## src/inc/mmcs_pkg.sv

```systemverilog
// Constants and types shared by the channel control and status register block.
//==============================================================================
// Behaviour
// - Run bit starts engine; clear stops after descriptor
// - Offset 0x08 sets control bits written one
// - Offset 0x0C clears control bits written one
// - Reading 0x44 returns and clears status 23:1
// - Status bit 0 shows engine busy
// - Count at 0x48 increments per finished descriptor
// - Count zeroed on rising edge of run
// - Descriptor error logged and stops when 0x1F
// - Read error logged and stops when 0x1F
// - Descriptor error cause bits four to zero
// - Read error: slave and decode; rest reserved
// - Setting run or writing one clears events
// - Bit 6 set when idle after run clears
// - Bit 5 set on bad descriptor length
// - Bit 4 set on invalid signature stop
// - Bit 3 flags misaligned source and destination
// - Bit 2 set on completion-marker descriptor finish
// - Bit 1 set on stop-flag descriptor finish
// - Control bit 26 writes count back on marker
// - Control bit 25 holds read address constant
// - Control bit 27 suppresses stream metadata writeback
// - Card-to-host at 0x1000, host-to-card at 0x1200
package mmcs_pkg;

  //============================================================================
  // Address map.
  //============================================================================
  // Channel bases in the byte address space.
  localparam logic [13:0] CARD_TO_HOST_BASE = 14'h1000;
  localparam logic [13:0] HOST_TO_CARD_BASE = 14'h1200;
  // Size of one channel window.
  localparam logic [13:0] CHAN_SPAN = 14'h0200;
  // Register offsets within a channel window.
  localparam logic [8:0] OFF_CONTROL = 9'h004;
  localparam logic [8:0] OFF_CONTROL_SET = 9'h008;
  localparam logic [8:0] OFF_CONTROL_CLR = 9'h00c;
  localparam logic [8:0] OFF_STATUS = 9'h040;
  localparam logic [8:0] OFF_STATUS_RC = 9'h044;
  localparam logic [8:0] OFF_COUNT = 9'h048;

  //============================================================================
  // Control fields.
  //============================================================================
  localparam int CTL_RUN = 0;
  localparam int CTL_IE_DESC_STOPPED = 1;
  localparam int CTL_IE_DESC_COMPLETED = 2;
  localparam int CTL_IE_ALIGN = 3;
  localparam int CTL_IE_MAGIC = 4;
  localparam int CTL_IE_LENGTH = 5;
  localparam int CTL_IE_IDLE = 6;
  localparam int CTL_NON_INC = 25;
  localparam int CTL_POLL_WB = 26;
  localparam int CTL_STREAM_WB_OFF = 27;
  // Bits that software may hold in the control register; the rest read zero.
  localparam logic [31:0] CTL_MASK = 32'h0ef83e7f;
  localparam logic [31:0] CTL_RESET = 32'h00000000;
  // Error-field enables must be all ones to arm logging.
  localparam logic [4:0] ERR_ARM = 5'h1f;

  //============================================================================
  // Status fields.
  //============================================================================
  localparam int ST_BUSY = 0;
  localparam int ST_DESC_STOPPED = 1;
  localparam int ST_DESC_COMPLETED = 2;
  localparam int ST_ALIGN = 3;
  localparam int ST_MAGIC = 4;
  localparam int ST_LENGTH = 5;
  localparam int ST_IDLE = 6;
  localparam int RD_ERR_LSB = 9;
  localparam int DESC_ERR_LSB = 19;
  // Sticky status bits 23:1 that exist; reserved bits read zero.
  localparam logic [31:0] ST_STICKY_MASK = 32'h00f8067e;
  // Read error causes use only bits 1:0; 4:2 are reserved.
  localparam logic [4:0] RD_ERR_VALID = 5'h03;
  localparam logic [31:0] ST_RESET = 32'h00000000;
  localparam logic [31:0] COUNT_RESET = 32'h00000000;

  // Engine state as seen by this block.
  typedef enum logic [1:0] {MMCS_IDLE, MMCS_RUN, MMCS_DRAIN} mmcs_eng_t;

endpackage
```

## src/core/mmcs_channel_regs.sv

```systemverilog
// Control, status and finished-descriptor tally registers of two DMA channels.
`timescale 1ns/1ns
module mmcs_channel_regs (
  input wire logic REF_CLK,
  input wire logic ARST_N,
  // APB slave.
  input wire logic PSEL,
  input wire logic PENABLE,
  input wire logic PWRITE,
  input wire logic [13:0] PADDR,
  input wire logic [31:0] PWDATA,
  output logic [31:0] PRDATA,
  output logic PREADY,
  output logic PSLVERR,
  // Engine events, index 0 card-to-host, index 1 host-to-card (one-cycle pulses).
  input wire logic [1:0] DESC_DONE,
  input wire logic [1:0] DESC_DONE_MARKER,
  input wire logic [1:0] DESC_DONE_STOP,
  input wire logic [1:0] DESC_BAD_LENGTH,
  input wire logic [1:0] DESC_BAD_SIGNATURE,
  input wire logic [1:0] DESC_MISALIGNED,
  input wire logic [9:0] DESC_ERR_CAUSE,
  input wire logic [9:0] READ_ERR_CAUSE,
  // Controls to each engine (registered).
  output logic [1:0] ENGINE_RUN,
  output logic [1:0] ADDR_HOLD,
  output logic [1:0] STREAM_METADATA_WRITEBACK_OFF,
  output logic [1:0] TALLY_WRITEBACK,
  output logic [63:0] TALLY_VALUE,
  output logic [1:0] ENGINE_BUSY
);

  // Per-channel state.
  typedef struct packed {
    logic [31:0] ctl;
    logic [31:0] st;
    logic [31:0] cnt;
    logic run_q;
    mmcs_pkg::mmcs_eng_t eng;
    logic wb;
  } mmcs_chan_t;

  // Whole module state: two channels plus the bus answer.
  typedef struct packed {
    mmcs_chan_t [1:0] ch;
    logic [31:0] rdata;
    logic ready;
    logic slverr;
  } mmcs_state_t;

  mmcs_state_t s_r; // Registered state.
  mmcs_state_t s_nxt; // Next state.

  //============================================================================
  // Address decode.
  //============================================================================
  logic [1:0] hit; // One-hot channel select.
  logic [8:0] off; // Offset within window.
  logic acc; // Access phase, answered on the next cycle.

  // Decode the channel window from the byte address.
  always_comb begin
    hit[0] = (PADDR >= mmcs_pkg::CARD_TO_HOST_BASE) &&
      (PADDR < mmcs_pkg::CARD_TO_HOST_BASE + mmcs_pkg::CHAN_SPAN);
    hit[1] = (PADDR >= mmcs_pkg::HOST_TO_CARD_BASE) &&
      (PADDR < mmcs_pkg::HOST_TO_CARD_BASE + mmcs_pkg::CHAN_SPAN);
    off = PADDR[8:0];
    acc = PSEL && PENABLE;
  end

  //============================================================================
  // Next-state logic.
  //============================================================================
  // Each channel is handled in one loop pass; the bus answer follows after.
  always_comb begin
    logic [31:0] wr_st;
    logic [31:0] ev;
    logic busy;
    logic rise;
    logic mapped;
    wr_st = '0;
    ev = '0;
    busy = 1'b0;
    rise = 1'b0;
    mapped = 1'b0;
    s_nxt = s_r;
    s_nxt.ready = 1'b0;
    s_nxt.slverr = 1'b0;
    s_nxt.rdata = '0;
    for (int c = 0; c < 2; c++) begin
      // Control writes through the plain, set and clear aliases.
      if (acc && PWRITE && hit[c] && !s_r.ready) begin
        if (off == mmcs_pkg::OFF_CONTROL) begin
          s_nxt.ch[c].ctl = PWDATA & mmcs_pkg::CTL_MASK;
        end else if (off == mmcs_pkg::OFF_CONTROL_SET) begin
          s_nxt.ch[c].ctl = s_r.ch[c].ctl | (PWDATA & mmcs_pkg::CTL_MASK);
        end else if (off == mmcs_pkg::OFF_CONTROL_CLR) begin
          s_nxt.ch[c].ctl = s_r.ch[c].ctl & ~PWDATA;
        end
      end
      rise = s_nxt.ch[c].ctl[mmcs_pkg::CTL_RUN] && !s_r.ch[c].ctl[mmcs_pkg::CTL_RUN];

      // Engine tracking: run starts it, dropping run lets the current
      // descriptor finish, an armed error halts it at once.
      ev = '0;
      ev[mmcs_pkg::ST_DESC_STOPPED] = DESC_DONE_STOP[c] && s_r.ch[c].ctl[mmcs_pkg::CTL_IE_DESC_STOPPED];
      ev[mmcs_pkg::ST_DESC_COMPLETED] = DESC_DONE_MARKER[c] &&
        s_r.ch[c].ctl[mmcs_pkg::CTL_IE_DESC_COMPLETED];
      ev[mmcs_pkg::ST_ALIGN] = DESC_MISALIGNED[c] && s_r.ch[c].ctl[mmcs_pkg::CTL_IE_ALIGN];
      ev[mmcs_pkg::ST_MAGIC] = DESC_BAD_SIGNATURE[c] && s_r.ch[c].ctl[mmcs_pkg::CTL_IE_MAGIC];
      ev[mmcs_pkg::ST_LENGTH] = DESC_BAD_LENGTH[c] && s_r.ch[c].ctl[mmcs_pkg::CTL_IE_LENGTH];
      if (s_r.ch[c].ctl[23:19] == mmcs_pkg::ERR_ARM) begin
        ev[23:19] = DESC_ERR_CAUSE[c*5 +: 5];
      end
      if (s_r.ch[c].ctl[13:9] == mmcs_pkg::ERR_ARM) begin
        ev[13:9] = READ_ERR_CAUSE[c*5 +: 5] & mmcs_pkg::RD_ERR_VALID;
      end

      case (s_r.ch[c].eng)
        mmcs_pkg::MMCS_IDLE: begin
          if (s_r.ch[c].ctl[mmcs_pkg::CTL_RUN]) begin
            s_nxt.ch[c].eng = mmcs_pkg::MMCS_RUN;
          end
        end
        mmcs_pkg::MMCS_RUN: begin
          if ((|ev[23:19]) || (|ev[13:9]) || DESC_BAD_SIGNATURE[c]) begin
            s_nxt.ch[c].eng = mmcs_pkg::MMCS_IDLE;
            s_nxt.ch[c].ctl[mmcs_pkg::CTL_RUN] = 1'b0;
          end else if (!s_r.ch[c].ctl[mmcs_pkg::CTL_RUN]) begin
            s_nxt.ch[c].eng = mmcs_pkg::MMCS_DRAIN;
          end
        end
        mmcs_pkg::MMCS_DRAIN: begin
          // Waits for the descriptor in flight to end; DESC_DONE closes it.
          if (DESC_DONE[c] || (|ev[23:19]) || (|ev[13:9]) || DESC_BAD_SIGNATURE[c]) begin
            s_nxt.ch[c].eng = mmcs_pkg::MMCS_IDLE;
            ev[mmcs_pkg::ST_IDLE] = s_r.ch[c].ctl[mmcs_pkg::CTL_IE_IDLE];
          end
        end
        default: begin
          s_nxt.ch[c].eng = mmcs_pkg::MMCS_IDLE;
        end
      endcase
      busy = (s_r.ch[c].eng != mmcs_pkg::MMCS_IDLE);
      // The run output is kept in its own flop, so the port carries no decode logic.
      s_nxt.ch[c].run_q = (s_nxt.ch[c].eng == mmcs_pkg::MMCS_RUN);

      // Status: write-one-clear at 0x40, read-clear at 0x44, run rise clears;
      // a new event in the same cycle always survives the clear.
      wr_st = s_r.ch[c].st;
      if (acc && PWRITE && hit[c] && !s_r.ready && off == mmcs_pkg::OFF_STATUS) begin
        wr_st = wr_st & ~PWDATA;
      end
      if (acc && !PWRITE && hit[c] && !s_r.ready && off == mmcs_pkg::OFF_STATUS_RC) begin
        wr_st = '0;
      end
      if (rise) begin
        wr_st = '0;
      end
      s_nxt.ch[c].st = ((wr_st | ev) & mmcs_pkg::ST_STICKY_MASK) |
        {31'h0, s_nxt.ch[c].eng != mmcs_pkg::MMCS_IDLE};

      // Tally of finished descriptors, zeroed when run rises.
      if (rise) begin
        s_nxt.ch[c].cnt = mmcs_pkg::COUNT_RESET;
      end else if (DESC_DONE[c] && busy) begin
        s_nxt.ch[c].cnt = s_r.ch[c].cnt + 32'h1;
      end
      s_nxt.ch[c].wb = DESC_DONE_MARKER[c] && busy && s_r.ch[c].ctl[mmcs_pkg::CTL_POLL_WB];

      // Read data for this channel.
      if (acc && !PWRITE && hit[c] && !s_r.ready) begin
        case (off)
          mmcs_pkg::OFF_CONTROL: s_nxt.rdata = s_r.ch[c].ctl;
          mmcs_pkg::OFF_STATUS: s_nxt.rdata = s_r.ch[c].st;
          mmcs_pkg::OFF_STATUS_RC: s_nxt.rdata = s_r.ch[c].st;
          mmcs_pkg::OFF_COUNT: s_nxt.rdata = s_r.ch[c].cnt;
          default: s_nxt.rdata = '0;
        endcase
      end
    end

    // Bus answer: one wait state, error on any access, read or write, to an unmapped offset.
    mapped = (hit != 2'b00) && (off == mmcs_pkg::OFF_CONTROL || off == mmcs_pkg::OFF_CONTROL_SET ||
      off == mmcs_pkg::OFF_CONTROL_CLR || off == mmcs_pkg::OFF_STATUS ||
      off == mmcs_pkg::OFF_STATUS_RC || off == mmcs_pkg::OFF_COUNT);
    if (acc && !s_r.ready) begin
      s_nxt.ready = 1'b1;
      s_nxt.slverr = !mapped;
    end
  end

  //============================================================================
  // State register.
  //============================================================================
  // All state resets to zero, which matches every documented reset value.
  always_ff @(posedge REF_CLK or negedge ARST_N) begin
    if (!ARST_N) begin
      s_r <= '0;
    end else begin
      s_r <= s_nxt;
    end
  end

  //============================================================================
  // Outputs, all taken straight from the state register.
  //============================================================================
  always_comb begin
    PRDATA = s_r.rdata;
    PREADY = s_r.ready;
    PSLVERR = s_r.slverr;
    for (int c = 0; c < 2; c++) begin
      ENGINE_RUN[c] = s_r.ch[c].run_q;
      ADDR_HOLD[c] = s_r.ch[c].ctl[mmcs_pkg::CTL_NON_INC];
      STREAM_METADATA_WRITEBACK_OFF[c] = s_r.ch[c].ctl[mmcs_pkg::CTL_STREAM_WB_OFF];
      TALLY_WRITEBACK[c] = s_r.ch[c].wb;
      TALLY_VALUE[c*32 +: 32] = s_r.ch[c].cnt;
      ENGINE_BUSY[c] = s_r.ch[c].st[mmcs_pkg::ST_BUSY];
    end
  end

endmodule

```

## config.mk

```make
export PLATFORM = sky130hd
export DESIGN_NAME = mmcs_channel_regs
export DESIGN_NICKNAME = d
export VERILOG_FILES = /design/src/inc/mmcs_pkg.sv /design/src/core/mmcs_channel_regs.sv
export SDC_FILE = /design/constraint.sdc
export NUM_CORES = 1
export LEC_CHECK = 0
export CORE_MARGIN = 4
export CORE_UTILIZATION = 35
export DETAILED_ROUTE_END_ITERATION = 12
export DONT_BUFFER_PORTS = 1
export GPL_ROUTABILITY_DRIVEN = 0
export PLACE_DENSITY = 0.6
export SYNTH_ARGS = -nofsm -noshare
export SYNTH_HDL_FRONTEND = slang
export SYNTH_SLANG_ARGS = --single-unit
```

## constraint.sdc

```tcl
create_clock -name REF_CLK -period 6.1 [get_ports REF_CLK]
set_clock_uncertainty 0.1 [all_clocks]
set_input_delay 0.61 -clock REF_CLK [delete_from_list [all_inputs] [get_ports REF_CLK]]
set_output_delay 0.61 -clock REF_CLK [all_outputs]
set_load 0.02 [all_outputs]
```

==> impl_summary.md, run 1 <==
Clock network
The CTS tree is built. The clock insertion delay at the later pin of the skew report is 0.45 ns. The total number of clock tree sinks is 198.

The H-tree was split into 4 levels. The longest clock path from root to sink contains 2 buffers. The clock input transition at the sequential cells of the worst setup and hold paths is 0.07 ns. The number of setup buffers added after CTS is 0. The number of resized instances in the post-cts repair step is 0. The root buffer cell chosen for the clock tree is clkbuf_16.

The number of buffers inserted during clock tree synthesis is 17.

Synthesis
In this run, distinct cell masters in the synthesized netlist total 57. The summed instance area of the synthesized netlist is 0.01037 mm2. The portion of the post-synthesis area used by sequential elements is 47.79%. Yosys attributes the largest share of cell area to dfrtp_1 (48%), buf_4 (7.7%), a22oi_1 (4.5%).

By count the netlist is led by dfrtp_1 (198), nor2_1 (118), buf_4 (106). The number of nets handed over by synthesis was 1,157. The most common cell in the synthesized netlist is dfrtp_1. The area share of the leading cell type in the synthesized netlist is 47.79%.

The number of warnings issued by yosys is 0. The number of enable flip-flop cells after synthesis is 0. Dividing the synthesized area by the synthesized cell count gives 9.672 um2. The library cell occupying the most area in the post-synthesis netlist is dfrtp_1.

The leading register cell type out of synthesis is dfrtp_1. In this run, synthesis produced a sequential element count of 198. The cell count after synthesis is 1,072. The share of flip-flops with an asynchronous set or reset after synthesis is 100.0%.

Floorplan
The die height is 180.1 um. The core outline area is 0.02894 mm2. The initial core utilization is 35.83%.

The die covers 0.03244 mm2. The floorplan step set the die width to 180.1 um. In this run the core area contains 62 standard-cell rows. The number of top-level design ports is 191.

STA
The timing-limited maximum frequency is 304.4 MHz. The fraction of the cycle the final worst path needs is 53.85%. The worst pin sits at a relative slew slack of 21.49%. Setup violations remaining at the end of the flow were counted as 0.

At the pin with the least slew margin, the transition time is 1.169 ns. Final hold analysis gives a worst-case slack of 0.03845 ns. The number of pins with negative max-slew slack in the final report is 0. The final hold violation count is 0. The final critical path time including I/O delays and setup is 3.285 ns. Setup repair after global routing left no endpoint under its margin. In the final timing run, aggregate negative setup slack is 0 ns.

Setup path
The critical path is of the register to register type. STA classifies the critical path endpoint as a register. The minimum setup slack among reg-to-reg paths is 2.81 ns. Along the worst path, the maximum fanout reaches 14. The sort of element at the start of the critical path is a register. Data arrives at the worst endpoint at 3.51 ns.

The launch instance of the worst register-to-register path is PREADY. The worst endpoint required time is 6.32 ns. For the worst flop-to-flop path, the logic depth is 5.

The worst flop-to-flop path endpoint is s_r[89].

Finish
The fraction of layout instances using a drive strength above 1 is 6.986%. The area growth from synthesis to layout is 2.498%. After the flow finishes, the layout carries non-filler instances totaling 1,343.

The number of antenna diodes in the final layout is 0. The net count of the finished layout is 1,031.

Status
The flow ran to the end, and the final reports show no timing, DRC or antenna violations.

Run
The number of maximum-capacitance constraint violations is 0.

Global route
The number of antenna violations at the first check in global routing came to 0. Global routing consumed, on the met3 layer, 8.478% of the routing resources. The via count of the first global-routing pass came to 7,820.

The highest-utilization routing layer at the global route stage is met2. The maximum number of pins on one net before global-route repair is 199. The remaining global-route overflow is 0. The first global-routing pass estimated 50.85 mm of wire. For this run, global-route usage on met2 was measured as 31.37%. The overall fraction of global-route tracks in use is 20.30%.

The met1 track demand over resource is 26.15%.

Place
In this run, placement finished with an instance count of 1,310. The HPWL after detailed placement is 24.13 mm. The number of port buffers is 0.

Routing
The pre-antenna-repair detailed-routing pass consisted of 5 iterations. The post-detailed-route wirelength per cell is 25.25 um. The ratio of routed vias to standard cells is 5.973.

After detailed routing, the total wire length is 33.92 mm. The number of design-rule violations left by the first detailed-router iteration is 885. In this run the remaining antenna-violating nets after routing total 0. For this run, design rule violations remaining after detail routing come to 0.

Summing over every cut layer, the via total after detailed routing is 8,022.

Power and ir drop
The leakage power of the design is 0.004333 uW. IR analysis of the VDD net gives a maximum drop of 143.6 uV. In this run the power density over the cells is 248.4 mW/mm2.

Hold path
The tightest min-delay check is of the primary input to async pin type.
==> critical path, cell delays in order, from the launching register on <==
cell and delay, ns:
dfrtp_1 0.52, and4b_1 0.51, nand4_1 0.63, nor2_1 0.98, nand2_1 0.13, a32o_1 0.30
==> state kept, by name, summed over array words and instances (netlist names) <==
| signal | count |
|---|---|
| ENGINE_BUSY | 2 |
| TALLY_VALUE | 64 |
| STREAM_METADATA_WRITEBACK_OFF | 2 |
| PRDATA | 32 |
| ADDR_HOLD | 2 |
| PREADY | 1 |
| PSLVERR | 1 |
| s_r | 90 |
| ENGINE_RUN | 2 |
| TALLY_WRITEBACK | 2 |
==> routing by layer <==
metal / part of all wire (%) / wire [um] / vias up
li1: - / - / 3534
met1: 40 / 13650 / 4074
met2: 46 / 15730 / 368
met3: 11 / 3685 / 44
met4: 2.3 / 797 / 2
met5: 0.16 / 54 / -
==> logic make-up after synthesis <==
logic type               share of synthesized area (%)
AND/OR/NAND/NOR                                  15.76
AO/OA/AOI/OAI                                    19.91
flip-flops                                       47.79
buffers and inverters                            10.08
XOR/XNOR                                         5.913
multiplexers                                    0.3137
adder cells (fa/ha/maj)                         0.2413
==> report_power, final <==
| part | internal (uW) | switching, uW |
|---|---|---|
| clock | 671 | 552 |
| combinational | 23.4 | 61.9 |
| sequential | 1320 | 15.1 |
==> cell usage in the layout (no fill, tap or decap), drive strengths merged, types with 4 or more instances in the layout <==
cell type	count
buf	15
nand4	30
xor2	48
inv	15
and3	8
clkbuf	18
nor2b	6
a21oi	69
nand2	76
nor3	10
o21a	24
nor4	15
clkinv	4
dfrtp	198
and2	6
a211oi	19
and4	7
nand3	39
nor2	118
a22oi	62
a32o	12
xnor2	22
o2111ai	5
o21ai	33
a22o	29
o22ai	32
==> per-stage QoR <==
| step | utilization [%] | setup slack [ns] | instance area, um2 | total power [uW] |
|---|---|---|---|---|
| global route | 36.73 | 2.602 | 10630 | 2730 |
| floorplan | - | 3.733 | 10370 | 1409 |
| detailed placement | 34.46 | 2.446 | 9972 | 1415 |
| finish | 36.73 | 2.815 | 10630 | 2640 |
| CTS | 36.73 | 2.886 | 10630 | 2660 |
| global placement | 34.46 | 2.502 | 9972 | 1414 |
==> layout make-up <==
class,instances,area (um2)
clock buffers,18,439.2
clock inverters,14,188.9
fillers,2890,18310
inverters,9,33.78
multi-input cells,705,4398
flip-flops and latches,198,4955
well taps,384,480.5
repair buffers,15,132.6
==> how the worst max path moves through the flow <==
stage | start | to | slack [ns]
after floorplan | PADDR[11] | s_r[72] | 3.73
after global placement | PADDR[11] | ADDR_HOLD[1] | 2.50
after detailed placement | PADDR[11] | ADDR_HOLD[1] | 2.45
after CTS | PADDR[11] | s_r[228] | 2.89
after global routing | PREADY | s_r[71] | 2.60
final | PREADY | s_r[89] | 2.81
==> timing repair <==
item,in CTS,in global routing
endpoints found under the setup margin,0,0
hold buffers,1,0
endpoints found under the hold margin,198,0
Note: power is estimated with default switching activity, not from simulation.
==> run 2, diff against run 1 <==
clock period = 3.05 ns   (was 6.1 ns; I/O delays follow)
==> impl_summary.md, run 2 (same netlist as run 1, synthesis figures left out) <==
Power and ir drop
The largest vdd supply drop is 358.3 uV (was 143.6 uV). The leakage power of the design is 0.004744 uW (was 0.004333 uW). The switching part of the total was 23.26% (was 23.84%). The net switching power of the design is 1195 uW (was 629.4 uW).

The sequential power share is 51.8% (was 50.4%). The ratio of total power to cell area is 448.3 mW/mm2 (was 248.4 mW/mm2). The cell-internal power is 3943 uW (was 2011 uW). The proportion of power drawn by combinational gates came to 4.1% (was 3.2%). The power share of the clock group is 44.1% (was 46.4%).

Finish
The register ranked first by flip-flop count is s_r (unchanged). The number of flip-flops under the largest register name is 90 (unchanged). The commonest non-fill, non-tap cell in the layout was dfrtp_1 (unchanged). The area of the multi-input gates is 0.004398 mm2 (unchanged). The fraction of layout instances using a drive strength above 1 was 8.910% (was 6.986%).

The post-route cell area is 0.01146 mm2 (was 0.01063 mm2). The utilization after layout is 39.61% (was 36.73%). The register area is 0.004955 mm2 (unchanged).

The filler cell count in the final layout is 2,847 (was 2,890). The synthesis-to-layout area growth is 10.55% (was 2.498%). The number of nets in the layout came to 1,128 (was 1,031). Commonest non-fill, non-tap cells in the layout: dfrtp_1 (198), nor2_1 (118), nand2_1 (75) (unchanged).

Routing
The routed via count is 8,366 (was 8,022). The number of nets with antenna violations after routing is 0 (unchanged). The post-detailed-routing wire length was 35.42 mm (was 33.92 mm). The post-route DRC violation count is 0 (unchanged). The number of design-rule violations left by the first detailed-router iteration was 1,084 (was 885). The ratio of routed vias to standard cells is 5.810 (was 5.973). The first-pass detailed-route iteration total is 7 (was 5).

The post-detailed-route wirelength per cell is 24.59 um (was 25.25 um).

Setup path
The worst endpoint required time is 3.26 ns (was 6.32 ns). The worst flop-to-flop path endpoint is s_r[92] (was s_r[89]). The biggest fanout along the worst timing path is 13 (was 14). The worst-case reg-to-reg path depth is 7 (was 5). The launch instance of the worst register-to-register path is PREADY (unchanged). The worst setup path category is register to register (unchanged). The sort of element at the start of the critical path is a register (unchanged). The minimum setup slack among reg-to-reg paths is 0.07 ns (was 2.81 ns). The worst setup path startpoint is PREADY (unchanged). The kind of end point of the critical path is a register (unchanged). The worst path arrival time is 3.19 ns (was 3.51 ns).

Global route
The remaining global-route overflow is 0 (unchanged). The number of antenna violations at the first check in global routing is 1 (was 0). The maximum number of pins on one net before global-route repair came to 199 (unchanged).

The via count of the first global-routing pass came to 8,260 (was 7,820). The wire length of the first global-routing pass is 53.28 mm (was 50.85 mm). The overall fraction of global-route tracks in use is 21.26% (was 20.30%).

Run
The number of maximum-capacitance constraint violations was 0 (unchanged).

STA
The minimum hold slack is -0.5409 ns (was 0.03845 ns). The fraction of the cycle the final worst path needs is 97.63% (was 53.85%). The final critical path time including I/O delays and setup is 2.978 ns (was 3.285 ns). The slew of the pin with the lowest slew margin is 0.8284 ns (was 1.169 ns).

The relative slew slack is 44.57% (was 21.49%). The number of failing setup endpoints in the final timing report is 0 (unchanged). The final hold violation count is 198 (was 0). The timing-limited maximum frequency is 335.8 MHz (was 304.4 MHz). The number of pins with negative max-slew slack in the final report is 0 (unchanged).

Floorplan
The die area is 0.03244 mm2 (unchanged). The die height is 180.1 um (unchanged). The chip width is 180.1 um (unchanged). The core outline area is 0.02894 mm2 (unchanged). The number of cell rows came to 62 (unchanged). The number of top-level design ports was 191 (unchanged). The initial core utilization is 35.83% (unchanged).

Place
The number of port buffers is 0 (unchanged). The HPWL after detailed placement is 24.39 mm (was 24.13 mm). The total cell area at the placement stage was 0.01022 mm2 (was 0.009972 mm2).

Clock network
The CTS tree is built (unchanged). The total number of clock tree sinks is 198 (unchanged). The clock insertion delay at the later pin of the skew report is 0.44 ns (was 0.45 ns). The clock input transition at the sequential cells of the worst setup and hold paths is 0.07 ns (about the same). The number of buffers inserted for hold repair after clock tree synthesis came to 66 (was 1). The number of H-tree levels is 4 (unchanged). The root cell of the clock tree is clkbuf_16 (unchanged).

The number of buffers between clock root and the deepest sink is 2 (unchanged). The number of buffers inserted during clock tree synthesis is 17 (unchanged). The number of resized instances in the post-cts repair step came to 0 (unchanged).

Hold path
The classification of the worst-slack hold path is primary input to async pin (unchanged).

Status
The final reports fail on hold timing. Result of the run: finished with violations (was complete, no violations).
-- run 2: cell types whose count changed in the layout (fill, tap and decap cells not counted), sizes merged --
| cell | delta |
|---|---|
| clkbuf | +2 |
| inv | -4 |
| bufinv | -1 |
| dlygate4sd3 | +66 |
| clkinvlp | +1 |
| buf | +31 |
| diode | +1 |
| clkinv | +1 |
-- run 2: per-layer routing --
metal,part of all wire [%],track usage [%],up-vias
li1,-,-,3729
met1,40,27.32,4164
met2,46,33.33,406
met3,11,8.175,67
met4,3.1,6.745,0
met5,0,0,-
-- run 2: layout make-up --
class / instances / area share [%]
Multi-Input combinational cell: 705 / 38.37
Clock buffer: 20 / 3.810
Timing Repair Buffer: 112 / 8.995
Inverter: 9 / 0.2947
Sequential cell: 198 / 43.23
Tap cell: 384 / 4.192
Clock inverter: 11 / 1.092
Antenna cell: 1 / 0.02183
-- run 2: power by group through the flow --
stage          Sequential (uW)  Clock, uW  Combinational [uW]
2_1_floorplan             2700          0                 121
3_3_place_gp              2710          0                 118
3_5_place_dp              2720          0                 120
4_1_cts                   2660       2270                 208
5_1_grt                   2660       2400                 229
6_report                  2660       2260                 213
-- run 2: through the flow --
stage	total power (uW)	setup WS [ns]	setup TNS [ns]	std cells
floorplan	2818	0.8014	0	1072
global placement	2833	0.5993	0	1340
detailed placement	2836	0.5631	0	1340
CTS	5144	0.01816	0	1437
global route	5291	-0.04656	-0.1969	1440
finish	5138	0.07242	0	1440
-- run 2: critical path, stage by stage (launching register included) --
cell	delay, ns
dfrtp_1	0.52
nand4b_1	0.35
or4b_1	0.58
nor4_2	0.18
a41oi_1	0.08
buf_4	0.23
a32o_1	0.27
dlygate4sd3_1	0.55
-- run 2: what timing repair did --
action                                 CTS  global route
setup buffers                            0             2
endpoints found under the hold margin  293           198
setup endpoints to repair                0             5
-- run 2: how the worst max path moves through the flow --
| stage | slack (ns) | end |
|---|---|---|
| final | 0.07 | s_r[92] |
| after global routing | -0.05 | s_r[91] |
| after CTS | 0.02 | s_r[92] |
| after detailed placement | 0.56 | s_r[115] |
| after global placement | 0.60 | ADDR_HOLD[1] |
| after floorplan | 0.80 | s_r[72] |
